[config.mk]
export PLATFORM = sky130hd
export DESIGN_NAME = tcou_top
export DESIGN_NICKNAME = d
export VERILOG_FILES = /design/src/hw/tcou_pkg.sv /design/src/hw/tcou_cmp_if.sv /design/src/hw/tcou_match.sv /design/src/hw/tcou_top.sv
export VERILOG_INCLUDE_DIRS = /design/src /design/src/hw
export SDC_FILE = /design/constraint.sdc
export NUM_CORES = 1
export LEC_CHECK = 0
export ABC_AREA = 1
export BUFFER_PORTS_ARGS = -buffer_cell sky130_fd_sc_hd__buf_2
export CORE_MARGIN = 4
export CORE_UTILIZATION = 35
export CTS_BUF_LIST = sky130_fd_sc_hd__clkbuf_16
export DETAILED_ROUTE_END_ITERATION = 7
export GPL_ROUTABILITY_DRIVEN = 0
export SYNTH_ARGS = -nofsm -noshare
export SYNTH_HDL_FRONTEND = slang
export SYNTH_HIERARCHICAL = 1
export SYNTH_SLANG_ARGS = --single-unit
[constraint.sdc]
create_clock -name pclk -period 1.1 [get_ports pclk]
set_input_delay 0.055 -clock pclk [delete_from_list [all_inputs] [get_ports pclk]]
set_output_delay 0.055 -clock pclk [all_outputs]
set_load 0.05 [all_outputs]
[src/hw/tcou_cfg.svh]
// Purpose: constants of the timer compare output unit
// Assumes: one compare channel, 32-bit APB, 200 MHz pclk
// Notes: offsets are byte addresses, one aligned word per register
`ifndef TCOU_CFG_SVH
`define TCOU_CFG_SVH

// ----------------------------------------------------------------
// register offsets
// ----------------------------------------------------------------
`define TCOU_OFS_CTRL 8'h00
`define TCOU_OFS_VLO 8'h04
`define TCOU_OFS_VHI 8'h08
`define TCOU_OFS_STAT 8'h0C
`define TCOU_OFS_MASK 8'h10
`define TCOU_OFS_STATE 8'h14

// ----------------------------------------------------------------
// fields and reset values
// ----------------------------------------------------------------
`define TCOU_MODE_LSB 0
`define TCOU_MODE_MSB 3
`define TCOU_ST_MATCH 0
`define TCOU_ST_SEV 1
`define TCOU_CTRL_RST 8'h00
`define TCOU_VAL_RST 8'h00
`define TCOU_IRQ_RST 2'h0

// ----------------------------------------------------------------
// mode codes
// ----------------------------------------------------------------
`define TCOU_M_OFF 4'h0
`define TCOU_M_TOGGLE 4'h2
`define TCOU_M_SET 4'h8
`define TCOU_M_CLEAR 4'h9
`define TCOU_M_SWINT 4'hA
`define TCOU_M_SPECIAL 4'hB

`endif

[src/hw/tcou_pkg.sv]
// Purpose: types of the timer compare output unit
// Assumes: constants live in tcou_cfg.svh
// Notes: none
package tcou_pkg;
    typedef enum logic [1:0] {
        TCOU_RST_IDLE = 2'b01,
        TCOU_RST_ARMED = 2'b10
    } tcou_rst_e;

    typedef enum logic [2:0] {
        TCOU_SEL_CTRL,
        TCOU_SEL_VLO,
        TCOU_SEL_VHI,
        TCOU_SEL_STAT,
        TCOU_SEL_MASK,
        TCOU_SEL_STATE,
        TCOU_SEL_NONE
    } tcou_sel_e;

    typedef logic [15:0] tcou_word_t;
endpackage

[src/hw/tcou_cmp_if.sv]
// Purpose: carries compare value, timer count and match results
// Assumes: all signals on pclk
// Notes: none
`timescale 1ns/1ps
interface tcou_cmp_if;
    tcou_pkg::tcou_word_t value;
    tcou_pkg::tcou_word_t count;
    logic hit;
    logic hit_pulse;
    modport ctl (output value, output count, input hit, input hit_pulse);
    modport unit (input value, input count, output hit, output hit_pulse);
endinterface

[src/hw/tcou_match.sv]
// Purpose: equality detector between compare value and timer count
// Assumes: timer count is produced on pclk
// Notes: hit_pulse marks the first cycle of each equality
`timescale 1ns/1ps
module tcou_match (
    input wire logic pclk,
    input wire logic presetn,
    tcou_cmp_if.unit cmp
);
    // ----------------------------------------------------------------
    // equality
    // ----------------------------------------------------------------
    // a slow timer holds one count for many pclk cycles, so only the
    // first cycle of equality is an event
    always_ff @(posedge pclk or negedge presetn) begin
        if (!presetn) begin
            cmp.hit <= 1'b0;
            cmp.hit_pulse <= 1'b0;
        end else begin
            cmp.hit <= (cmp.value == cmp.count);
            cmp.hit_pulse <= (cmp.value == cmp.count) && !cmp.hit;
        end
    end
endmodule // tcou_match

[src/hw/tcou_top.sv]
// Purpose: one compare channel against a shared 16-bit timer, APB registers
// Assumes: timer count and timer tick come from logic on pclk
// Notes: timer_reset is a reload request, not an overflow
`timescale 1ns/1ps
`include "tcou_cfg.svh"
module tcou_top (
    input wire logic pclk,
    input wire logic presetn,
    input wire logic psel,
    input wire logic penable,
    input wire logic pwrite,
    input wire logic [7:0] paddr,
    input wire logic [31:0] pwdata,
    output logic [31:0] prdata,
    output logic pready,
    output logic pslverr,
    input wire logic [15:0] timer_count,
    input wire logic timer_tick,
    input wire logic adc_enabled,
    output logic cmp_out,
    output logic cmp_drive,
    output logic special_event,
    output logic adc_start,
    output logic timer_reset,
    output logic irq
);
    // ----------------------------------------------------------------
    // register state
    // ----------------------------------------------------------------
    logic [7:0] ctrl;
    logic [7:0] val_lo;
    logic [7:0] val_hi;
    logic [1:0] status;
    logic [1:0] mask;
    tcou_pkg::tcou_rst_e rst_state;
    tcou_pkg::tcou_sel_e sel;
    logic [3:0] mode;
    logic acc_done;
    logic wr_done;
    logic rd_done;
    logic [1:0] next_status;
    logic [1:0] next_mask;

    tcou_cmp_if cmp ();

    assign cmp.value = {val_hi, val_lo};
    assign cmp.count = timer_count;
    assign mode = ctrl[`TCOU_MODE_MSB:`TCOU_MODE_LSB];

    tcou_match u_match (
        .pclk(pclk),
        .presetn(presetn),
        .cmp(cmp)
    );

    // ----------------------------------------------------------------
    // address decode
    // ----------------------------------------------------------------
    function automatic tcou_pkg::tcou_sel_e decode(input logic [7:0] addr);
        case (addr)
            `TCOU_OFS_CTRL: decode = tcou_pkg::TCOU_SEL_CTRL;
            `TCOU_OFS_VLO: decode = tcou_pkg::TCOU_SEL_VLO;
            `TCOU_OFS_VHI: decode = tcou_pkg::TCOU_SEL_VHI;
            `TCOU_OFS_STAT: decode = tcou_pkg::TCOU_SEL_STAT;
            `TCOU_OFS_MASK: decode = tcou_pkg::TCOU_SEL_MASK;
            `TCOU_OFS_STATE: decode = tcou_pkg::TCOU_SEL_STATE;
            default: decode = tcou_pkg::TCOU_SEL_NONE;
        endcase
    endfunction

    assign sel = decode(paddr);
    assign acc_done = psel && penable && pready;
    assign wr_done = acc_done && pwrite;
    assign rd_done = acc_done && !pwrite;

    // ----------------------------------------------------------------
    // apb handshake
    // ----------------------------------------------------------------
    // one wait-free access cycle; read data sampled in setup
    always_ff @(posedge pclk or negedge presetn) begin
        if (!presetn) begin
            pready <= 1'b0;
            pslverr <= 1'b0;
            prdata <= 32'h0000_0000;
        end else begin
            pready <= psel && !penable;
            pslverr <= psel && !penable && (sel == tcou_pkg::TCOU_SEL_NONE);
            if (psel && !penable) begin
                case (sel)
                    tcou_pkg::TCOU_SEL_CTRL: prdata <= {24'h00_0000, ctrl};
                    tcou_pkg::TCOU_SEL_VLO: prdata <= {24'h00_0000, val_lo};
                    tcou_pkg::TCOU_SEL_VHI: prdata <= {24'h00_0000, val_hi};
                    tcou_pkg::TCOU_SEL_STAT: prdata <= {30'h0000_0000, status};
                    tcou_pkg::TCOU_SEL_MASK: prdata <= {30'h0000_0000, mask};
                    tcou_pkg::TCOU_SEL_STATE: begin
                        prdata <= {29'h0000_0000, rst_state == tcou_pkg::TCOU_RST_ARMED,
                                   cmp_drive, cmp_out};
                    end
                    default: prdata <= 32'h0000_0000;
                endcase
            end else begin
                prdata <= 32'h0000_0000;
            end
        end
    end

    // ----------------------------------------------------------------
    // software registers
    // ----------------------------------------------------------------
    always_ff @(posedge pclk or negedge presetn) begin
        if (!presetn) begin
            ctrl <= `TCOU_CTRL_RST;
            val_lo <= `TCOU_VAL_RST;
            val_hi <= `TCOU_VAL_RST;
            mask <= `TCOU_IRQ_RST;
        end else if (wr_done) begin
            case (sel)
                tcou_pkg::TCOU_SEL_CTRL: ctrl <= pwdata[7:0];
                tcou_pkg::TCOU_SEL_VLO: val_lo <= pwdata[7:0];
                tcou_pkg::TCOU_SEL_VHI: val_hi <= pwdata[7:0];
                tcou_pkg::TCOU_SEL_MASK: mask <= pwdata[1:0];
                default: ;
            endcase
        end
    end

    // ----------------------------------------------------------------
    // output latch and pin ownership
    // ----------------------------------------------------------------
    // the pin direction itself belongs to the port logic outside; the
    // channel only says whether it owns the pin value
    always_ff @(posedge pclk or negedge presetn) begin
        if (!presetn) begin
            cmp_out <= 1'b0;
            cmp_drive <= 1'b0;
        end else if (wr_done && sel == tcou_pkg::TCOU_SEL_CTRL && pwdata[7:0] == 8'h00) begin
            cmp_out <= 1'b0;
            cmp_drive <= 1'b0;
        end else begin
            cmp_drive <= (mode == `TCOU_M_TOGGLE) || (mode == `TCOU_M_SET) ||
                         (mode == `TCOU_M_CLEAR);
            if (cmp.hit_pulse) begin
                case (mode)
                    `TCOU_M_TOGGLE: cmp_out <= !cmp_out;
                    `TCOU_M_SET: cmp_out <= 1'b1;
                    `TCOU_M_CLEAR: cmp_out <= 1'b0;
                    default: cmp_out <= cmp_out;
                endcase
            end
        end
    end

    // ----------------------------------------------------------------
    // special event trigger and deferred timer reset
    // ----------------------------------------------------------------
    // the reset waits for the timer's own edge and rechecks the match there,
    // so a compare value moved in between cancels it; the pulse is a reload
    // and is kept apart from any overflow indication
    always_ff @(posedge pclk or negedge presetn) begin
        if (!presetn) begin
            special_event <= 1'b0;
            adc_start <= 1'b0;
            timer_reset <= 1'b0;
            rst_state <= tcou_pkg::TCOU_RST_IDLE;
        end else begin
            special_event <= cmp.hit_pulse && mode == `TCOU_M_SPECIAL;
            adc_start <= cmp.hit_pulse && mode == `TCOU_M_SPECIAL && adc_enabled;
            timer_reset <= 1'b0;
            case (rst_state)
                tcou_pkg::TCOU_RST_IDLE: begin
                    if (cmp.hit_pulse && mode == `TCOU_M_SPECIAL) begin
                        rst_state <= tcou_pkg::TCOU_RST_ARMED;
                    end
                end
                tcou_pkg::TCOU_RST_ARMED: begin
                    if (timer_tick) begin
                        timer_reset <= cmp.hit && (cmp.value == timer_count);
                        rst_state <= tcou_pkg::TCOU_RST_IDLE;
                    end
                end
                default: rst_state <= tcou_pkg::TCOU_RST_IDLE;
            endcase
        end
    end

    // ----------------------------------------------------------------
    // status, clear on read, interrupt
    // ----------------------------------------------------------------
    // a new event in the cycle of the clearing read survives
    always_comb begin
        next_status = status;
        if (rd_done && sel == tcou_pkg::TCOU_SEL_STAT) begin
            next_status = 2'h0;
        end
        if (cmp.hit_pulse && mode != `TCOU_M_OFF) begin
            next_status[`TCOU_ST_MATCH] = 1'b1;
        end
        if (cmp.hit_pulse && mode == `TCOU_M_SPECIAL) begin
            next_status[`TCOU_ST_SEV] = 1'b1;
        end
    end

    // irq uses the mask as it stands after this edge, so a mask write and
    // the interrupt never disagree for a cycle
    always_comb begin
        next_mask = mask;
        if (wr_done && sel == tcou_pkg::TCOU_SEL_MASK) begin
            next_mask = pwdata[1:0];
        end
    end

    // matching stops with pclk, which is the intended behaviour in sleep
    always_ff @(posedge pclk or negedge presetn) begin
        if (!presetn) begin
            status <= `TCOU_IRQ_RST;
            irq <= 1'b0;
        end else begin
            status <= next_status;
            irq <= |(next_status & next_mask);
        end
    end
endmodule // tcou_top

* Word level (Yosys, flattened, before mapping) *
Cells that the tools add are included.
W data, S select, Z words.

storage, ports and cells
  flip-flop bits (word level) = 72
  logic and storage cells = 88

cells by class
  equal/unequal tests = 20
  multiplexer cells = 16
  bitwise gates (word level) = 1
  reductions and logical operators = 34

operator list
  kind                  count
  $pmux W8 S6           1
  $mux W32              1
  $pmux W3 S6           1
  $eq A16 B16 Y1        1
  $eq A8 B4 Y1 const B  2
  $eq A8 B5 Y1 const B  2
  $logic_not A8 Y1      2
  $logic_and A1 B1 Y1   15
  $eq A4 B4 Y1 const B  3
  $reduce_and A2 Y1     6
  $eq A3 B3 Y1 const B  3
  $eq A8 B3 Y1 const B  1
  $mux W2               4
  $reduce_bool A4 Y1    2
  $mux W1               7
  $eq A3 B2 Y1 const B  2
  $eq A4 B2 Y1 const B  1
  $logic_not A1 Y1      4
  $ne A2 B2 Y1 const B  2
  $pmux W2 S2           1
  $eq A3 B1 Y1 const B  1
  $logic_not A3 Y1      1
  $pmux W1 S3           1
  $and A2 B2 Y2         1
  5 further kinds       6

* Depth between registers and ports, before layout *
  word-level depth = 8
  gate-level depth with buffers = 14
  gate-level depth less buffers = 14

* By module *
The synthesis kept the hierarchy.

by module, submodules not included
  module      instances  cells each  area each (um^2)
  tcou_top    1          337         2693.8
  tcou_match  1          93          394.1

* Worst setup path before layout *
OpenSTA, ideal clock, no wires.

  path kind = input -> register
  start = in paddr[7]
  end = reg ctrl[1]
  library setup time = 119 ps
  arrival = 1579 ps
  data required time = 981 ps
  path slack = -598 ps
  stages = 12
  cell sequence = nor2_2 nand2_1 inv_1 nand2_4 ha_1 nand2_1 nand3_4 nor3_4 nand2_4 buf_6 nand2_2 o21ai_2

on the way
  cells in the longest elaborated chain, start to end = 4

ends and longest elaborated chain
  item                                        RTL line         source
  from (decl)                                 tcou_top.sv:12   input wire logic [7:0] paddr,
  $eq A8 B5 Y1, or another cell as far along  tcou_top.sv:60   case (addr)
  $pmux W3 S6 *                               tcou_top.sv:60
  $logic_not A3 Y1 *                          tcou_top.sv:117  case (sel)
  $reduce_and A2 Y1 (no line) *               --
  to (signal assigned)                        tcou_top.sv:112  ctrl <= `TCOU_CTRL_RST;
  to (signal assigned)                        tcou_top.sv:118  tcou_pkg::TCOU_SEL_CTRL: ctrl <= pwdata[7:0];
  to (decl)                                   tcou_top.sv:30   logic [7:0] ctrl;

Mark *: on every way between the ends. The rest lies on a longest branch, timed or not.
A chain may end at the register's enable or synchronous reset.

* Worst setup path in the final report *
  start = in paddr[7]
  end = reg irq

on the way
  cells in the longest elaborated chain, start to end = 8

ends and longest elaborated chain
  item                                        RTL line                          source
  $eq A8 B5 Y1, or another cell as far along  tcou_top.sv:60
  $pmux W3 S6 *                               tcou_top.sv:60
  $eq A3 B2 Y1                                tcou_top.sv:192                   if (rd_done && sel == tcou_pkg::TCOU_SEL_STAT) begin
  $logic_and A1 B1 Y1                         tcou_top.sv:192
  $mux W2                                     tcou_top.sv:192
  $mux W1, on equally long branches           tcou_top.sv:195, tcou_top.sv:198
  $and A2 B2 Y2 *                             tcou_top.sv:219                   irq <= |(next_status & next_mask);
  $reduce_or A2 Y1 *                          tcou_top.sv:219
  to (signal assigned)                        tcou_top.sv:219
  to (decl)                                   tcou_top.sv:25                    output logic irq

Marked as above.

==> metrics <==
Top Ports roughly 100; Port Buffers 54; fin area 4360 um2; DP Area approximately 3800 um2; total congestion overflow 0; DP HPWL around 6300 um; Fin. Hold Viols 0; crit path max fanout 4; n_diodes 0; TritonCTS buffer count 5; hold path startpoint timer_tick; num rows 34; register bit total from synthesis 48; LEAKAGE 2.28 nW; Final Max Slew Viols 0; die height between 100 and 150 um; Worst Hold End rst_state[1]; Clock Path Buffers 2; CTS Sinks 48; critical path's slowest cell ha_4; TritonCTS clock tree built; Reg2Reg Setup Slack -0.19 ns; unrepaired setup endpoints after global routing yes; hold path depth 2; area grow syn2layout 41.3%; r2r startpoint val_lo[3]; Max Cap Violations 0; crit end category flip-flop; post-layout util 0.505; post-route setup slack -0.250 ns; Final setup viols 33; Tcrit/Tclk final 1.23; min-delay worst type input port to flip-flop; fin crit period 1.35 ns; WL/cell between 10 and 15 um; drt drc 0; fin nets just over 600; sum of buffers and inverters on the critical path 3; CP top delay family simple AND/OR/NAND/NOR gates; mean number of vias per cell around 4.5; crit start category input port; crit-path most repeated cell nand3_4; unique cell type count in the Yosys netlist 34; CP max stage delay approximately 0.17 ns; GRT Total Usage 0.165; WHS approximately 0.0081 ns; die width just over 100 um; core footprint 8640 um2; Max VDD drop about 0.58 mV; Seq/Total Area, Yosys 0.389; vias after detailed routing ~3000; Power Dens Cells 949 nW/um2; Setup TNS -5.32 ns; die area approximately 10000 um2; Synth Cell Area ~3100 um2; final total power between 4 and 5 mW; Total Routed Length around 8300 um; number of global-route vias before repair around 2800; Final ANT Viol Nets 0; largest net degree at the start of global routing 24; DRT iter0 DRCs 147; layout cells sized above 1 0.399; Initial Util 0.358; Post-Syn Instances 430; Register-to-Register Path Depth 5; detailed-router iteration count before antenna repair 4; antenna violations before repair 0; Setup Skew between 0.007 and 0.008 ns; CP cell instances buf_8, nor2_4, nand2_2, inv_2, nand2_4, ha_4, nand3_4, nand3_4, buf_6, nor2_4, nand3_4, nand2_2, o21ai_2, nand2_1, nand2_1; fmax between 700 and 800 MHz; run status complete, but fails checks; later-pin clock latency in the skew report a little under 0.3 ns; failing checks negative setup slack; synthesized area per cell 7.18 um2; WS Path Type input port to flip-flop; Reg2Reg Capture Point timer_reset; CP arrival 1.53 ns; first-pass GRT wire length between 10000 and 15000 um; htree depth 2; Root Buffer clkbuf_16; Warnings, synthesis 6; clk slew on worst S/H paths around 0.06 ns; Critical Path RT 1.28 ns
==> worst reg2reg max path, delay by kind of cell, from the launching register on <==
kind,cells,cell delay (ns)
and+or+nand+nor,4,0.62
DFF,1,0.42
xor gates and xnor gates,1,0.18
==> sequential cells by signal, indices dropped and copies added, names as in the netlist, 2 cells and up <==
signal     cells
ctrl           8
prdata         8
val_hi         8
val_lo         8
mask           2
rst_state      2
status         2
==> kinds of logic (layout without fill, tap and decap cells) <==
group           after synthesis  in the layout  share of synthesized area
compound gates               51             51                      0.106
xor+xnor                      5              5                     0.0142
flops                        48             48                      0.389
simple gates                217            219                      0.321
fa+ha+maj                     1              1                    0.00405
buf+inv                     107            203                      0.165
other cells                   1             24                    0.00121
==> synthesized netlist by cell type <==
master | n | area [um2]
inv_2 | 4 | 15.0
or2_2 | 2 | 12.5
nor2_4 | 4 | 45.0
inv_1 | 75 | 282
ha_1 | 1 | 12.5
o22ai_1 | 4 | 25.0
nand2_2 | 5 | 31.3
nor2_2 | 5 | 31.3
nand4_1 | 8 | 50.1
clkbuf_1 | 1 | 3.75
xor2_1 | 2 | 17.5
o21ai_0 | 18 | 90.1
buf_4 | 24 | 180
nor4_1 | 5 | 31.3
a21oi_1 | 4 | 20.0
buf_6 | 2 | 22.5
nor3_4 | 1 | 16.3
nand2_1 | 121 | 454
xnor2_1 | 3 | 26.3
dfrtp_1 | 47 | 1180
clkinv_2 | 1 | 5.00
nand3_1 | 11 | 55.1
nor3_1 | 1 | 5.00
nand3_4 | 2 | 35.0
nand2_4 | 3 | 33.8
a221oi_1 | 3 | 26.3
nand3_2 | 1 | 10.0
nor2_1 | 48 | 180
o21ai_2 | 13 | 114
a21boi_0 | 1 | 7.51
o21ai_1 | 7 | 35.0
conb_1 | 1 | 3.75
a22o_1 | 1 | 8.76
dfstp_2 | 1 | 26.3
==> worst max-delay path by stage <==
| stage | from | endpoint | slack, ns | depth (start not counted) |
|---|---|---|---|---|
| 3_5_place_dp | paddr[5] | ctrl[7] | -0.63 | 13 |
| 2_1_floorplan | paddr[7] | ctrl[1] | -0.49 | 12 |
| 4_1_cts | paddr[7] | irq | -0.25 | 15 |
| 3_3_place_gp | paddr[1] | ctrl[3] | -0.58 | 13 |
| 6_report | paddr[7] | irq | -0.25 | 15 |
| 5_1_grt | paddr[7] | prdata[3] | -0.36 | 14 |
==> per-layer routing <==
layer	track usage	wire, um
met5	0	0
met4	0.0394	46
met3	0.0266	359
met2	0.277	4140
met1	0.223	3800
==> area by class of cell <==
type | instances | area, um2
Fill cell | 838 | 4270
Multi-Input combinational cell | 300 | 1730
Sequential cell | 48 | 1200
Timing Repair Buffer | 115 | 818
Inverter | 80 | 310
Tap cell | 108 | 135
Clock buffer | 5 | 125
Clock inverter | 3 | 42.5
==> placed cells by master (no fill, tap or decap), drive strengths merged, types with 5 or more instances in the layout <==
master	instances
nand2	131
buf	113
inv	79
nor2	57
dfrtp	47
o21ai	38
conb	24
nand3	14
nand4	8
clkbuf	5
nor4	5
==> through the flow <==
stage               setup slack (ns)  cells
floorplan                     -0.488    453
global placement              -0.583    634
detailed placement            -0.630    634
CTS                           -0.249    653
global route                  -0.360    659
finish                        -0.250    659
==> power by group <==
group | total, mW | internal, mW | switching, mW
sequential | 1.78 | 1.77 | 0.00699
clock | 1.73 | 1.07 | 0.658
combinational | 0.630 | 0.195 | 0.436
==> timing repair <==
item | in CTS | in global routing
hold buffers | 2 | 0
buffers inserted | 9 | 4
cloned | 0 | 2
endpoints found under the setup margin | 37 | 45
resized for setup | 42 | 28
hold endpoints to repair | 36 | 0
pin swaps | 20 | 13
Note: power is estimated with default switching activity, not from simulation.
